File: src/verilog/tcpwm_chan.sv
package tcpwm_pkg;
  localparam int unsigned DATA_W = 8;
  localparam logic [7:0] OFS_CTRL = 8'h00;
  localparam logic [7:0] OFS_CLK = 8'h04;
  localparam logic [7:0] OFS_PHASE = 8'h08;
  localparam logic [7:0] OFS_DUTY0 = 8'h0c;
  localparam logic [7:0] OFS_DUTY1 = 8'h10;
  localparam logic [7:0] OFS_DUTY2 = 8'h14;
  localparam logic [7:0] OFS_STATUS = 8'h18;
  localparam int unsigned CTRL_EN_LSB = 0;
  localparam int unsigned CTRL_SEL_LSB = 4;
  localparam int unsigned CLK_SRC_BIT = 0;
  localparam int unsigned CLK_PRE_LSB = 1;
  localparam int unsigned PHASE_EN_BIT = 7;
  localparam int unsigned STATUS_REL_LSB = 24;
  localparam logic [2:0] EN_RESET = 3'h0;
  localparam logic [2:0] SEL_RESET = 3'h0;
  localparam logic SRC_RESET = 1'b0;
  localparam logic [1:0] PRE_RESET = 2'h0;
  localparam logic PHASE_AUTO_ENABLE_RESET = 1'b0;
  localparam logic [6:0] PHD_RESET = 7'h00;
  localparam logic [7:0] DUTY_RESET = 8'h00;
  localparam logic [7:0] CNT_MAX = 8'hff;
  localparam logic [31:0] UNMAPPED_READ = 32'h0000_0000;
endpackage

`timescale 1ns/1ps
`default_nettype none

module tcpwm_chan #(
  parameter int unsigned W = tcpwm_pkg::DATA_W
) (
  input wire logic mclk,
  input wire logic srst,
  input wire logic tick,
  input wire logic enable,
  input wire logic run,
  input wire logic [W-1:0] duty,
  output logic [W-1:0] count,
  output logic pwm_out
);
  typedef struct packed {
    logic [W-1:0] cnt;
    logic [W-1:0] dbuf;
    logic out;
  } tcpwm_chan_type;

  tcpwm_chan_type state_reg;
  tcpwm_chan_type state_next;
  logic wrap;

  assign wrap = enable && run && tick && (state_reg.cnt == {W{1'b1}});

  always_comb begin
    state_next = state_reg;
    if (!enable) begin
      state_next.cnt = '0;
      state_next.dbuf = duty;
    end else if (run && tick) begin
      state_next.cnt = state_reg.cnt + 1'b1;
      if (wrap) begin
        state_next.dbuf = duty;
      end
    end
    // High for duty counts of each 256, so 0 never rises
    state_next.out = enable && (state_next.cnt < state_next.dbuf);
  end

  always_ff @(posedge mclk) begin
    if (srst) begin
      state_reg <= '0;
    end else begin
      state_reg <= state_next;
    end
  end

  assign count = state_reg.cnt;
  assign pwm_out = state_reg.out;
endmodule

`default_nettype wire

File: src/verilog/tcpwm_top.sv
`timescale 1ns/1ps
`default_nettype none

module tcpwm_top (
  input wire logic mclk,
  input wire logic srst,
  input wire logic [7:0] avs_address,
  input wire logic avs_read,
  input wire logic avs_write,
  input wire logic [31:0] avs_writedata,
  input wire logic [3:0] avs_byteenable,
  output logic [31:0] avs_readdata,
  output logic avs_waitrequest,
  input wire logic wait_mode,
  input wire logic stop_mode,
  input wire logic vco_derived_clock,
  input wire logic [2:0] gpio_out,
  input wire logic [2:0] gpio_oe,
  input wire logic cd_enable,
  input wire logic current_detect_output,
  output logic [2:0] port_c_line_out,
  output logic [2:0] port_c_line_oe
);
  typedef struct packed {
    logic [2:0] counter_run_enable;
    logic [2:0] pin_output_select;
    logic counter_source_select;
    logic [1:0] counter_prescale_field;
    logic phase_auto_enable;
    logic [6:0] phase_delay_value;
    logic [2:0][7:0] duty_value_register;
    logic ack;
    logic [31:0] rdata;
    logic vco_s1;
    logic vco_s2;
    logic vco_s3;
    logic cd_s1;
    logic cd_s2;
    logic [2:0] div;
    logic rel1;
    logic rel0;
    logic [2:0] pin;
    logic [2:0] oe;
  } tcpwm_state_type;

  tcpwm_state_type state_reg;
  tcpwm_state_type state_next;

  logic [2:0][7:0] cnt;
  logic [2:0] chan_out;
  logic [2:0] run;
  logic busy;
  logic src_tick;
  logic tick;
  logic grp21;
  logic grp210;
  logic do_write;

  function automatic logic [2:0] pre_mask(input logic [1:0] pre);
    case (pre)
      2'h0: pre_mask = 3'h0;
      2'h1: pre_mask = 3'h1;
      2'h2: pre_mask = 3'h3;
      2'h3: pre_mask = 3'h7;
      default: pre_mask = 3'h0;
    endcase
  endfunction

  // Registers are shut off from the bus while the core sleeps
  assign busy = wait_mode || stop_mode;
  assign avs_waitrequest = (avs_read || avs_write) && (busy || !state_reg.ack);
  assign avs_readdata = state_reg.rdata;
  assign do_write = avs_write && state_reg.ack && !busy && avs_byteenable[0];

  // PLL clock is sampled, so it must run well below mclk / 2
  assign src_tick = state_reg.counter_source_select ?
                    (state_reg.vco_s2 && !state_reg.vco_s3) : 1'b1;
  assign tick = !stop_mode && src_tick &&
                ((state_reg.div & pre_mask(state_reg.counter_prescale_field)) ==
                 pre_mask(state_reg.counter_prescale_field));

  // Phase start-up only for groups 2-1 and 2-1-0
  assign grp21 = state_reg.phase_auto_enable && state_reg.counter_run_enable[2] &&
                 state_reg.counter_run_enable[1];
  assign grp210 = grp21 && state_reg.counter_run_enable[0];
  assign run[2] = 1'b1;
  assign run[1] = !grp21 || state_reg.rel1;
  assign run[0] = !grp210 || state_reg.rel0;

  genvar gi;
  generate
    for (gi = 0; gi < 3; gi++) begin : g_chan
      tcpwm_chan #(
        .W(tcpwm_pkg::DATA_W)
      ) u_chan (
        .mclk(mclk),
        .srst(srst),
        .tick(tick),
        .enable(state_reg.counter_run_enable[gi]),
        .run(run[gi]),
        .duty(state_reg.duty_value_register[gi]),
        .count(cnt[gi]),
        .pwm_out(chan_out[gi])
      );
    end
  endgenerate

  always_comb begin
    state_next = state_reg;
    state_next.vco_s1 = vco_derived_clock;
    state_next.vco_s2 = state_reg.vco_s1;
    state_next.vco_s3 = state_reg.vco_s2;
    state_next.cd_s1 = current_detect_output;
    state_next.cd_s2 = state_reg.cd_s1;
    if (!stop_mode && src_tick) begin
      state_next.div = state_reg.div + 3'h1;
    end

    state_next.ack = (avs_read || avs_write) && !busy && !state_reg.ack;
    if (state_next.ack && avs_read) begin
      case (avs_address)
        tcpwm_pkg::OFS_CTRL: state_next.rdata =
          32'({state_reg.pin_output_select, 1'b0, state_reg.counter_run_enable});
        tcpwm_pkg::OFS_CLK: state_next.rdata =
          32'({state_reg.counter_prescale_field, state_reg.counter_source_select});
        tcpwm_pkg::OFS_PHASE: state_next.rdata =
          32'({state_reg.phase_auto_enable, state_reg.phase_delay_value});
        tcpwm_pkg::OFS_DUTY0: state_next.rdata = 32'(state_reg.duty_value_register[0]);
        tcpwm_pkg::OFS_DUTY1: state_next.rdata = 32'(state_reg.duty_value_register[1]);
        tcpwm_pkg::OFS_DUTY2: state_next.rdata = 32'(state_reg.duty_value_register[2]);
        tcpwm_pkg::OFS_STATUS: state_next.rdata =
          32'({state_reg.rel0, state_reg.rel1, cnt[2], cnt[1], cnt[0]});
        default: state_next.rdata = tcpwm_pkg::UNMAPPED_READ;
      endcase
    end

    if (do_write) begin
      case (avs_address)
        tcpwm_pkg::OFS_CTRL: begin
          state_next.counter_run_enable = avs_writedata[tcpwm_pkg::CTRL_EN_LSB +: 3];
          state_next.pin_output_select = avs_writedata[tcpwm_pkg::CTRL_SEL_LSB +: 3];
        end
        tcpwm_pkg::OFS_CLK: begin
          state_next.counter_source_select = avs_writedata[tcpwm_pkg::CLK_SRC_BIT];
          state_next.counter_prescale_field = avs_writedata[tcpwm_pkg::CLK_PRE_LSB +: 2];
        end
        tcpwm_pkg::OFS_PHASE: begin
          state_next.phase_auto_enable = avs_writedata[tcpwm_pkg::PHASE_EN_BIT];
          state_next.phase_delay_value = avs_writedata[6:0];
        end
        tcpwm_pkg::OFS_DUTY0: state_next.duty_value_register[0] = avs_writedata[7:0];
        tcpwm_pkg::OFS_DUTY1: state_next.duty_value_register[1] = avs_writedata[7:0];
        tcpwm_pkg::OFS_DUTY2: state_next.duty_value_register[2] = avs_writedata[7:0];
        default: state_next.rdata = state_reg.rdata;
      endcase
    end

    // Release flags latch, so later delay writes cannot move the phase
    if (!state_reg.counter_run_enable[1]) begin
      state_next.rel1 = 1'b0;
    end else if (grp21 && cnt[2] == {1'b0, state_reg.phase_delay_value}) begin
      state_next.rel1 = 1'b1;
    end
    if (!state_reg.counter_run_enable[0]) begin
      state_next.rel0 = 1'b0;
    end else if (grp210 && state_reg.rel1 &&
                 cnt[1] == {1'b0, state_reg.phase_delay_value}) begin
      state_next.rel0 = 1'b1;
    end

    // Pin 0: current detect wins over the modulator, which wins over GPIO
    for (int i = 0; i < 3; i++) begin
      state_next.pin[i] = state_reg.pin_output_select[i] ? chan_out[i] : gpio_out[i];
      state_next.oe[i] = state_reg.pin_output_select[i] || gpio_oe[i];
    end
    if (cd_enable) begin
      state_next.pin[0] = state_reg.cd_s2;
      state_next.oe[0] = 1'b1;
    end
  end

  always_ff @(posedge mclk) begin
    if (srst) begin
      state_reg <= '0;
      state_reg.counter_run_enable <= tcpwm_pkg::EN_RESET;
      state_reg.pin_output_select <= tcpwm_pkg::SEL_RESET;
      state_reg.counter_source_select <= tcpwm_pkg::SRC_RESET;
      state_reg.counter_prescale_field <= tcpwm_pkg::PRE_RESET;
      state_reg.phase_auto_enable <= tcpwm_pkg::PHASE_AUTO_ENABLE_RESET;
      state_reg.phase_delay_value <= tcpwm_pkg::PHD_RESET;
      state_reg.duty_value_register <= {3{tcpwm_pkg::DUTY_RESET}};
    end else begin
      state_reg <= state_next;
    end
  end

  assign port_c_line_out = state_reg.pin;
  assign port_c_line_oe = state_reg.oe;
endmodule

`default_nettype wire

File: config.mk
export PLATFORM = sky130hd
export DESIGN_NAME = tcpwm_top
export DESIGN_NICKNAME = d
export VERILOG_FILES = /design/src/verilog/tcpwm_chan.sv /design/src/verilog/tcpwm_top.sv
export SDC_FILE = /design/constraint.sdc
export NUM_CORES = 1
export LEC_CHECK = 0
export BUFFER_PORTS_ARGS = -buffer_cell sky130_fd_sc_hd__clkbuf_2
export CORE_MARGIN = 1
export CORE_UTILIZATION = 40
export CTS_CLUSTER_DIAMETER = 60
export CTS_CLUSTER_SIZE = 8
export DETAILED_ROUTE_END_ITERATION = 8
export PLACE_DENSITY = 0.59
export SYNTH_ARGS = -nofsm -noshare
export SYNTH_HDL_FRONTEND = slang
export SYNTH_SLANG_ARGS = --single-unit
File: constraint.sdc
create_clock -name mclk -period 3.5 [get_ports mclk]
set_input_delay 0.525 -clock mclk [delete_from_list [all_inputs] [get_ports mclk]]
set_output_delay 0.525 -clock mclk [all_outputs]
set_load 0.005 [all_outputs]
**Word level (Yosys, flattened, before mapping)**

Cells that the tools add are included.

- Input bits: 59
- Bits in registers: 141
- Latch bits: 0
- Bits in writable memories: 0
- ROM bits: 0
- Output and inout bits: 39
- Memories kept: 0

- Divide/modulo/power cells: 0
- Reduce and logical (&&, ||, !) cells: 54
- Add/sub/neg operators: 4
- $lt $le $gt $ge: 3
- Shifts and indexed selects: 0
- Equality and inequality tests: 16
- Mux-type cells: 20
- Bitwise operators: 3
- $mul: 0

Operators with widths:

| cell | number |
|---|---|
| case mux 26 bit (7 select lines) | 1 |
| two-way mux 16 bit | 6 |
| two-way mux 32 bit | 3 |
| logical AND 1 bit | 29 |
| adder 8 x 1 -> 8 bit, second input constant | 3 |
| == test 8 x 5 -> 1 bit, second input constant | 3 |
| == test 8 bit, second input constant | 3 |
| less-than comparator 8 bit | 3 |
| two-way mux 8 bit | 3 |
| == test 8 x 4 -> 1 bit, second input constant | 2 |
| == test 8 x 7 -> 1 bit | 2 |
| case mux 3 bit (4 select lines) | 1 |
| AND reduction 2 bit | 6 |
| == test 8 x 3 -> 1 bit, second input constant | 1 |
| logical NOT 8 bit | 1 |
| logical OR 1 bit | 8 |
| logical NOT 1 bit | 6 |
| two-way mux 1 bit | 6 |
| OR reduction 6 bit | 1 |
| == test 2 bit, second input constant | 2 |
| OR reduction 2 bit | 2 |
| adder 3 x 1 -> 3 bit, second input constant | 1 |
| AND 3 bit | 1 |
| == test 3 bit | 1 |
| other kinds (4) | 5 |

**Logic depth before layout (Yosys ltp)**

- Depth after elaboration: 13
- Depth in mapped cells: 13
- Gate-level depth less buffers: 12

**Cells and area by module**

A second synthesis with hierarchy kept.

- Cells, all modules: 737
- Area, all modules: 6971.7 µm²

By module, submodules not included:

| module | area each (µm²) | times used | cells an instance |
|---|---|---|---|
| tcpwm_top | 3991.3 | 1 | 410 |
| tcpwm_chan | 993.5 | 3 | 109 |

**Worst setup path before layout**

No wires, ideal clock.

- Path type: register to register
- From: register state_reg[8] (netlist name)
- To: register g_chan[1].u_chan.state_reg (netlist bit g_chan[1].u_chan.pwm_out)
- Cell stages (with the launch flop): 14
- Slack: 630 ps
- Clock period less this slack: 2870 ps
- Buffers on the path: 2
- Data arrival time: 2813 ps
- Path through: dfxtp_1 nor2b_1 a311o_1 clkbuf_1 clkbuf_1 nand4_1 xor2_1 nor2_1 ha_1 a211oi_1 o21ai_0 nor4_1 o41a_1 a31o_2

RTL lines:

| what | RTL line | source |
|---|---|---|
| from (decl) | tcpwm_top.sv:46 | `tcpwm_state_type state_reg;` |
| from (signal assigned) | tcpwm_top.sv:193 | `state_reg <= state_next;` |
| to (signal assigned) | tcpwm_chan.sv:73 | `state_reg <= state_next;` |
| to (decl) | tcpwm_chan.sv:48 | `tcpwm_chan_type state_reg;` |

**Worst setup path after layout**

- From: register state_reg[10] (netlist name)
- To: register g_chan[2].u_chan.state_reg (netlist bit g_chan[2].u_chan.pwm_out)

- Longest elaborated chain between the ends: 10

RTL lines:

| what | RTL line | source |
|---|---|---|
| AND 3 bit * | tcpwm_top.sv:79 | `((state_reg.div & pre_mask(state_reg.counter_prescale_field)) ==` |
| == test 3 bit * | tcpwm_top.sv:79 |  |
| logical AND 1 bit * | tcpwm_top.sv:78 | `assign tick = !stop_mode && src_tick &&` |
| logical AND 1 bit (2 in a row) | tcpwm_chan.sv:52 | `assign wrap = enable && run && tick && (state_reg.cnt == {W{1'b1}});` |
| two-way mux 8 bit | tcpwm_chan.sv:61 | `if (wrap) begin` |
| two-way mux 16 bit * | tcpwm_chan.sv:59 | `end else if (run && tick) begin` |
| two-way mux 16 bit * | tcpwm_chan.sv:56 | `if (!enable) begin` |
| less-than comparator 8 bit * | tcpwm_chan.sv:66 | `state_next.out = enable && (state_next.cnt < state_next.dbuf);` |
| logical AND 1 bit * | tcpwm_chan.sv:66 |  |
| to (signal assigned) | tcpwm_chan.sv:73 |  |
| to (decl) | tcpwm_chan.sv:48 |  |

Mark *: on every way between the ends. The rest lies on a longest branch, timed or not.
A chain may end at the register's enable or synchronous reset.

==> results.sh <==
export IMPL_synth_area_sq_um=6710
export IMPL_slew_viol_final=0
export IMPL_coreArea_sq_um=16100
export IMPL_drtAntennaViolNets=0
export IMPL_antenna_found_initial=0
export IMPL_synth_seq_cells=135
export IMPL_critPathKind="reg -> reg"
export IMPL_clk_latency_ps=420
export IMPL_synth_top_area_share_pct=40.3
export IMPL_avgRoutedWirePerCell_um=17.4
export IMPL_clk_pin_slew_ps=60
export IMPL_boundaryPins=98
export IMPL_finalClockSkew_ps=6.77
export IMPL_ys_types=56
export IMPL_ys_warn_count=0
export IMPL_dr_pass1_iters=5
export IMPL_rsz0062_at_grt="no"
export IMPL_drt_initial_drc_count=386
export IMPL_drive_gt1_share_pct=15.4
export IMPL_async_flop_share_pct=0
export IMPL_design_die_area_sq_um=17300
export IMPL_drv_cap=0
export IMPL_drc=0
export IMPL_grt_pass1_vias=5090
export IMPL_nets=868
export IMPL_area_growth_pct=12.9
export IMPL_synth_flop_cell="dfxtp_1"
export IMPL_cp_startpoint="state_reg[10]"
export IMPL_core_rowCount=46
export IMPL_cp_start_kind="flop"
export IMPL_synth_area_per_cell_sq_um=8.88
export IMPL_min_from="gpio_oe[1]"
export IMPL_synth_area_leader_cell="dfxtp_1"
export IMPL_reg2reg_from="state_reg[10]"
export IMPL_critPathRequiredTime_ps=3850
export IMPL_period_share_pct=90.2
export IMPL_cts_resized=0
export IMPL_routed_wl_mm=17.6
export IMPL_finalHoldViolCount=0
export IMPL_insertedDiodeCount=0
export IMPL_start_util_pct=41.6
export IMPL_p_leak_nw=2.80
export IMPL_final_cell_mix="nor2_1, dfxtp_1, mux2i_1"
export IMPL_grt_total_usage_pct=20.7
export IMPL_grt_ovfl_total=0
export IMPL_finalSetupViolCount=0
export IMPL_grt_pass1_wl_mm=27.7
export IMPL_fp_dieW_um=131
export IMPL_numCtsBuffers=17
export IMPL_relSlewSlack_pct=49.1
export IMPL_syn_instance_count=755
export IMPL_end_kind="flop"
export IMPL_status="finished, final reports clean"
export IMPL_fin_setup_tns_ps=0
export IMPL_hp_class="in -> reg"
export IMPL_hold_buffers=0
export IMPL_cp_max_fo=9
export IMPL_final_common_cell="nor2_1"
export IMPL_place_gp_congestion=0.896
export IMPL_irDropWorstVdd_uv=340
export IMPL_tightest_slew_ps=758
export IMPL_largest_reg_flops=49
export IMPL_post_cts_setup_buffers=0
export IMPL_grt_max_degree=68
export IMPL_dpl_hpwl_mm=13.0
export IMPL_min_period_ps=3160
export IMPL_cts_tree="yes"
export IMPL_power_density_nw_per_um2=444
export IMPL_synth_edf_count=0
export IMPL_io_buffers=64
export IMPL_dieHeight_um=131
export IMPL_synth_top_cells_by_area="dfxtp_1, mux2i_1, nor2_1"
export IMPL_clockRootBuffer="clkbuf_16"
export IMPL_ys_seq_area_share_pct=40.3
export IMPL_clock_fmax_ghz=0.317
export IMPL_vias=5470
export IMPL_htreeDepth=4
export IMPL_cts_num_sinks=135
export IMPL_arrival_ps=3510
export IMPL_power_mw=3.36
export IMPL_vias_per_cell=5.40
export IMPL_cts_buffer_depth=2
metal layers:
metal | up-vias | share of wire, % | track usage [%]
met1 | 2608 | 46 | 27.7
met4 | 0 | 2.7 | 9.43
li1 | 2675 | - | -
met3 | 31 | 5.2 | 4.28
met2 | 156 | 46 | 31.8
met5 | - | 0 | 0
critical path, stage by stage (launching register included):
cell       delay (ps)
dfxtp_1           320
nand2b_1          160
a311o_1           530
a31oi_2           220
buf_4             220
mux2i_1           270
ha_1              280
a21oi_1           140
nor2_1             60
a2111oi_0         540
nand4_1           170
o21ai_0           170
synth_stat cells (3+ instances only):
library cell,count
dfxtp_1,135
and2_1,10
o211ai_1,6
o21a_1,4
mux2i_1,68
a221oi_1,5
a21oi_1,24
a211oi_1,6
nand2_1,28
xor2_1,16
or3_1,5
o21ai_0,27
ha_1,25
clkbuf_1,33
nand2b_1,6
and3b_1,4
nor2_1,148
buf_2,3
and3_1,8
a22oi_1,23
nor2b_1,13
nand3b_1,5
nor4b_1,3
nor4_1,5
buf_4,38
xnor2_1,18
nand3_1,25
nor3_1,9
inv_1,4
nand4_1,14
final cells by class:
type / count / area [sq um]
clock buffers: 25 / 485
well taps: 216 / 270
repair buffers: 81 / 450
flip-flops and latches: 135 / 2700
fillers: 1582 / 8550
clock inverters: 7 / 70.1
multi-input cells: 543 / 3570
inverters: 6 / 22.5
report_power, final:
part	total (mW)	switching [mW]	internal [mW]
Clock	1.68	0.653	1.03
Sequential	1.55	0.00479	1.55
Combinational	0.125	0.0861	0.0394
metrics by stage:
| step | utilization (%) | worst slack (ps) | hold WS (ps) | instances | cell area (sq um) |
|---|---|---|---|---|---|
| final | 47.0 | 342 | 303 | 1013 | 7570 |
| after global routing | 47.0 | 43.7 | 310 | 1013 | 7570 |
| after CTS | 47.0 | 300 | 293 | 1013 | 7570 |
| after detailed placement | 43.5 | 314 | 438 | 981 | 7010 |
| after global placement | 43.5 | 357 | 420 | 981 | 7010 |
| after floorplan | - | 630 | 414 | 760 | 6720 |
worst paths after layout:
path / endpoint / slack, ps / cells after the start
hold / removal: port_c_line_oe[1] / 300 / 3
setup / recovery: g_chan[2].u_chan.pwm_out / 340 / 11
hold reg to reg: state_reg[11] / 440 / 1
setup reg to reg: g_chan[2].u_chan.pwm_out / 340 / 11
cell families (layout without fill, tap and decap cells):
family | count (synthesis) | in the layout | synth area share, %
simple gates | 296 | 296 | 21.7
buf+inv | 82 | 119 | 6.77
flops | 135 | 135 | 40.3
mux | 70 | 70 | 10.8
compound gates | 112 | 112 | 11.3
other cells | 1 | 6 | 0.0559
fa+ha+maj | 25 | 25 | 4.67
xor+xnor | 34 | 34 | 4.44
Power figures use the tool's default switching activity.
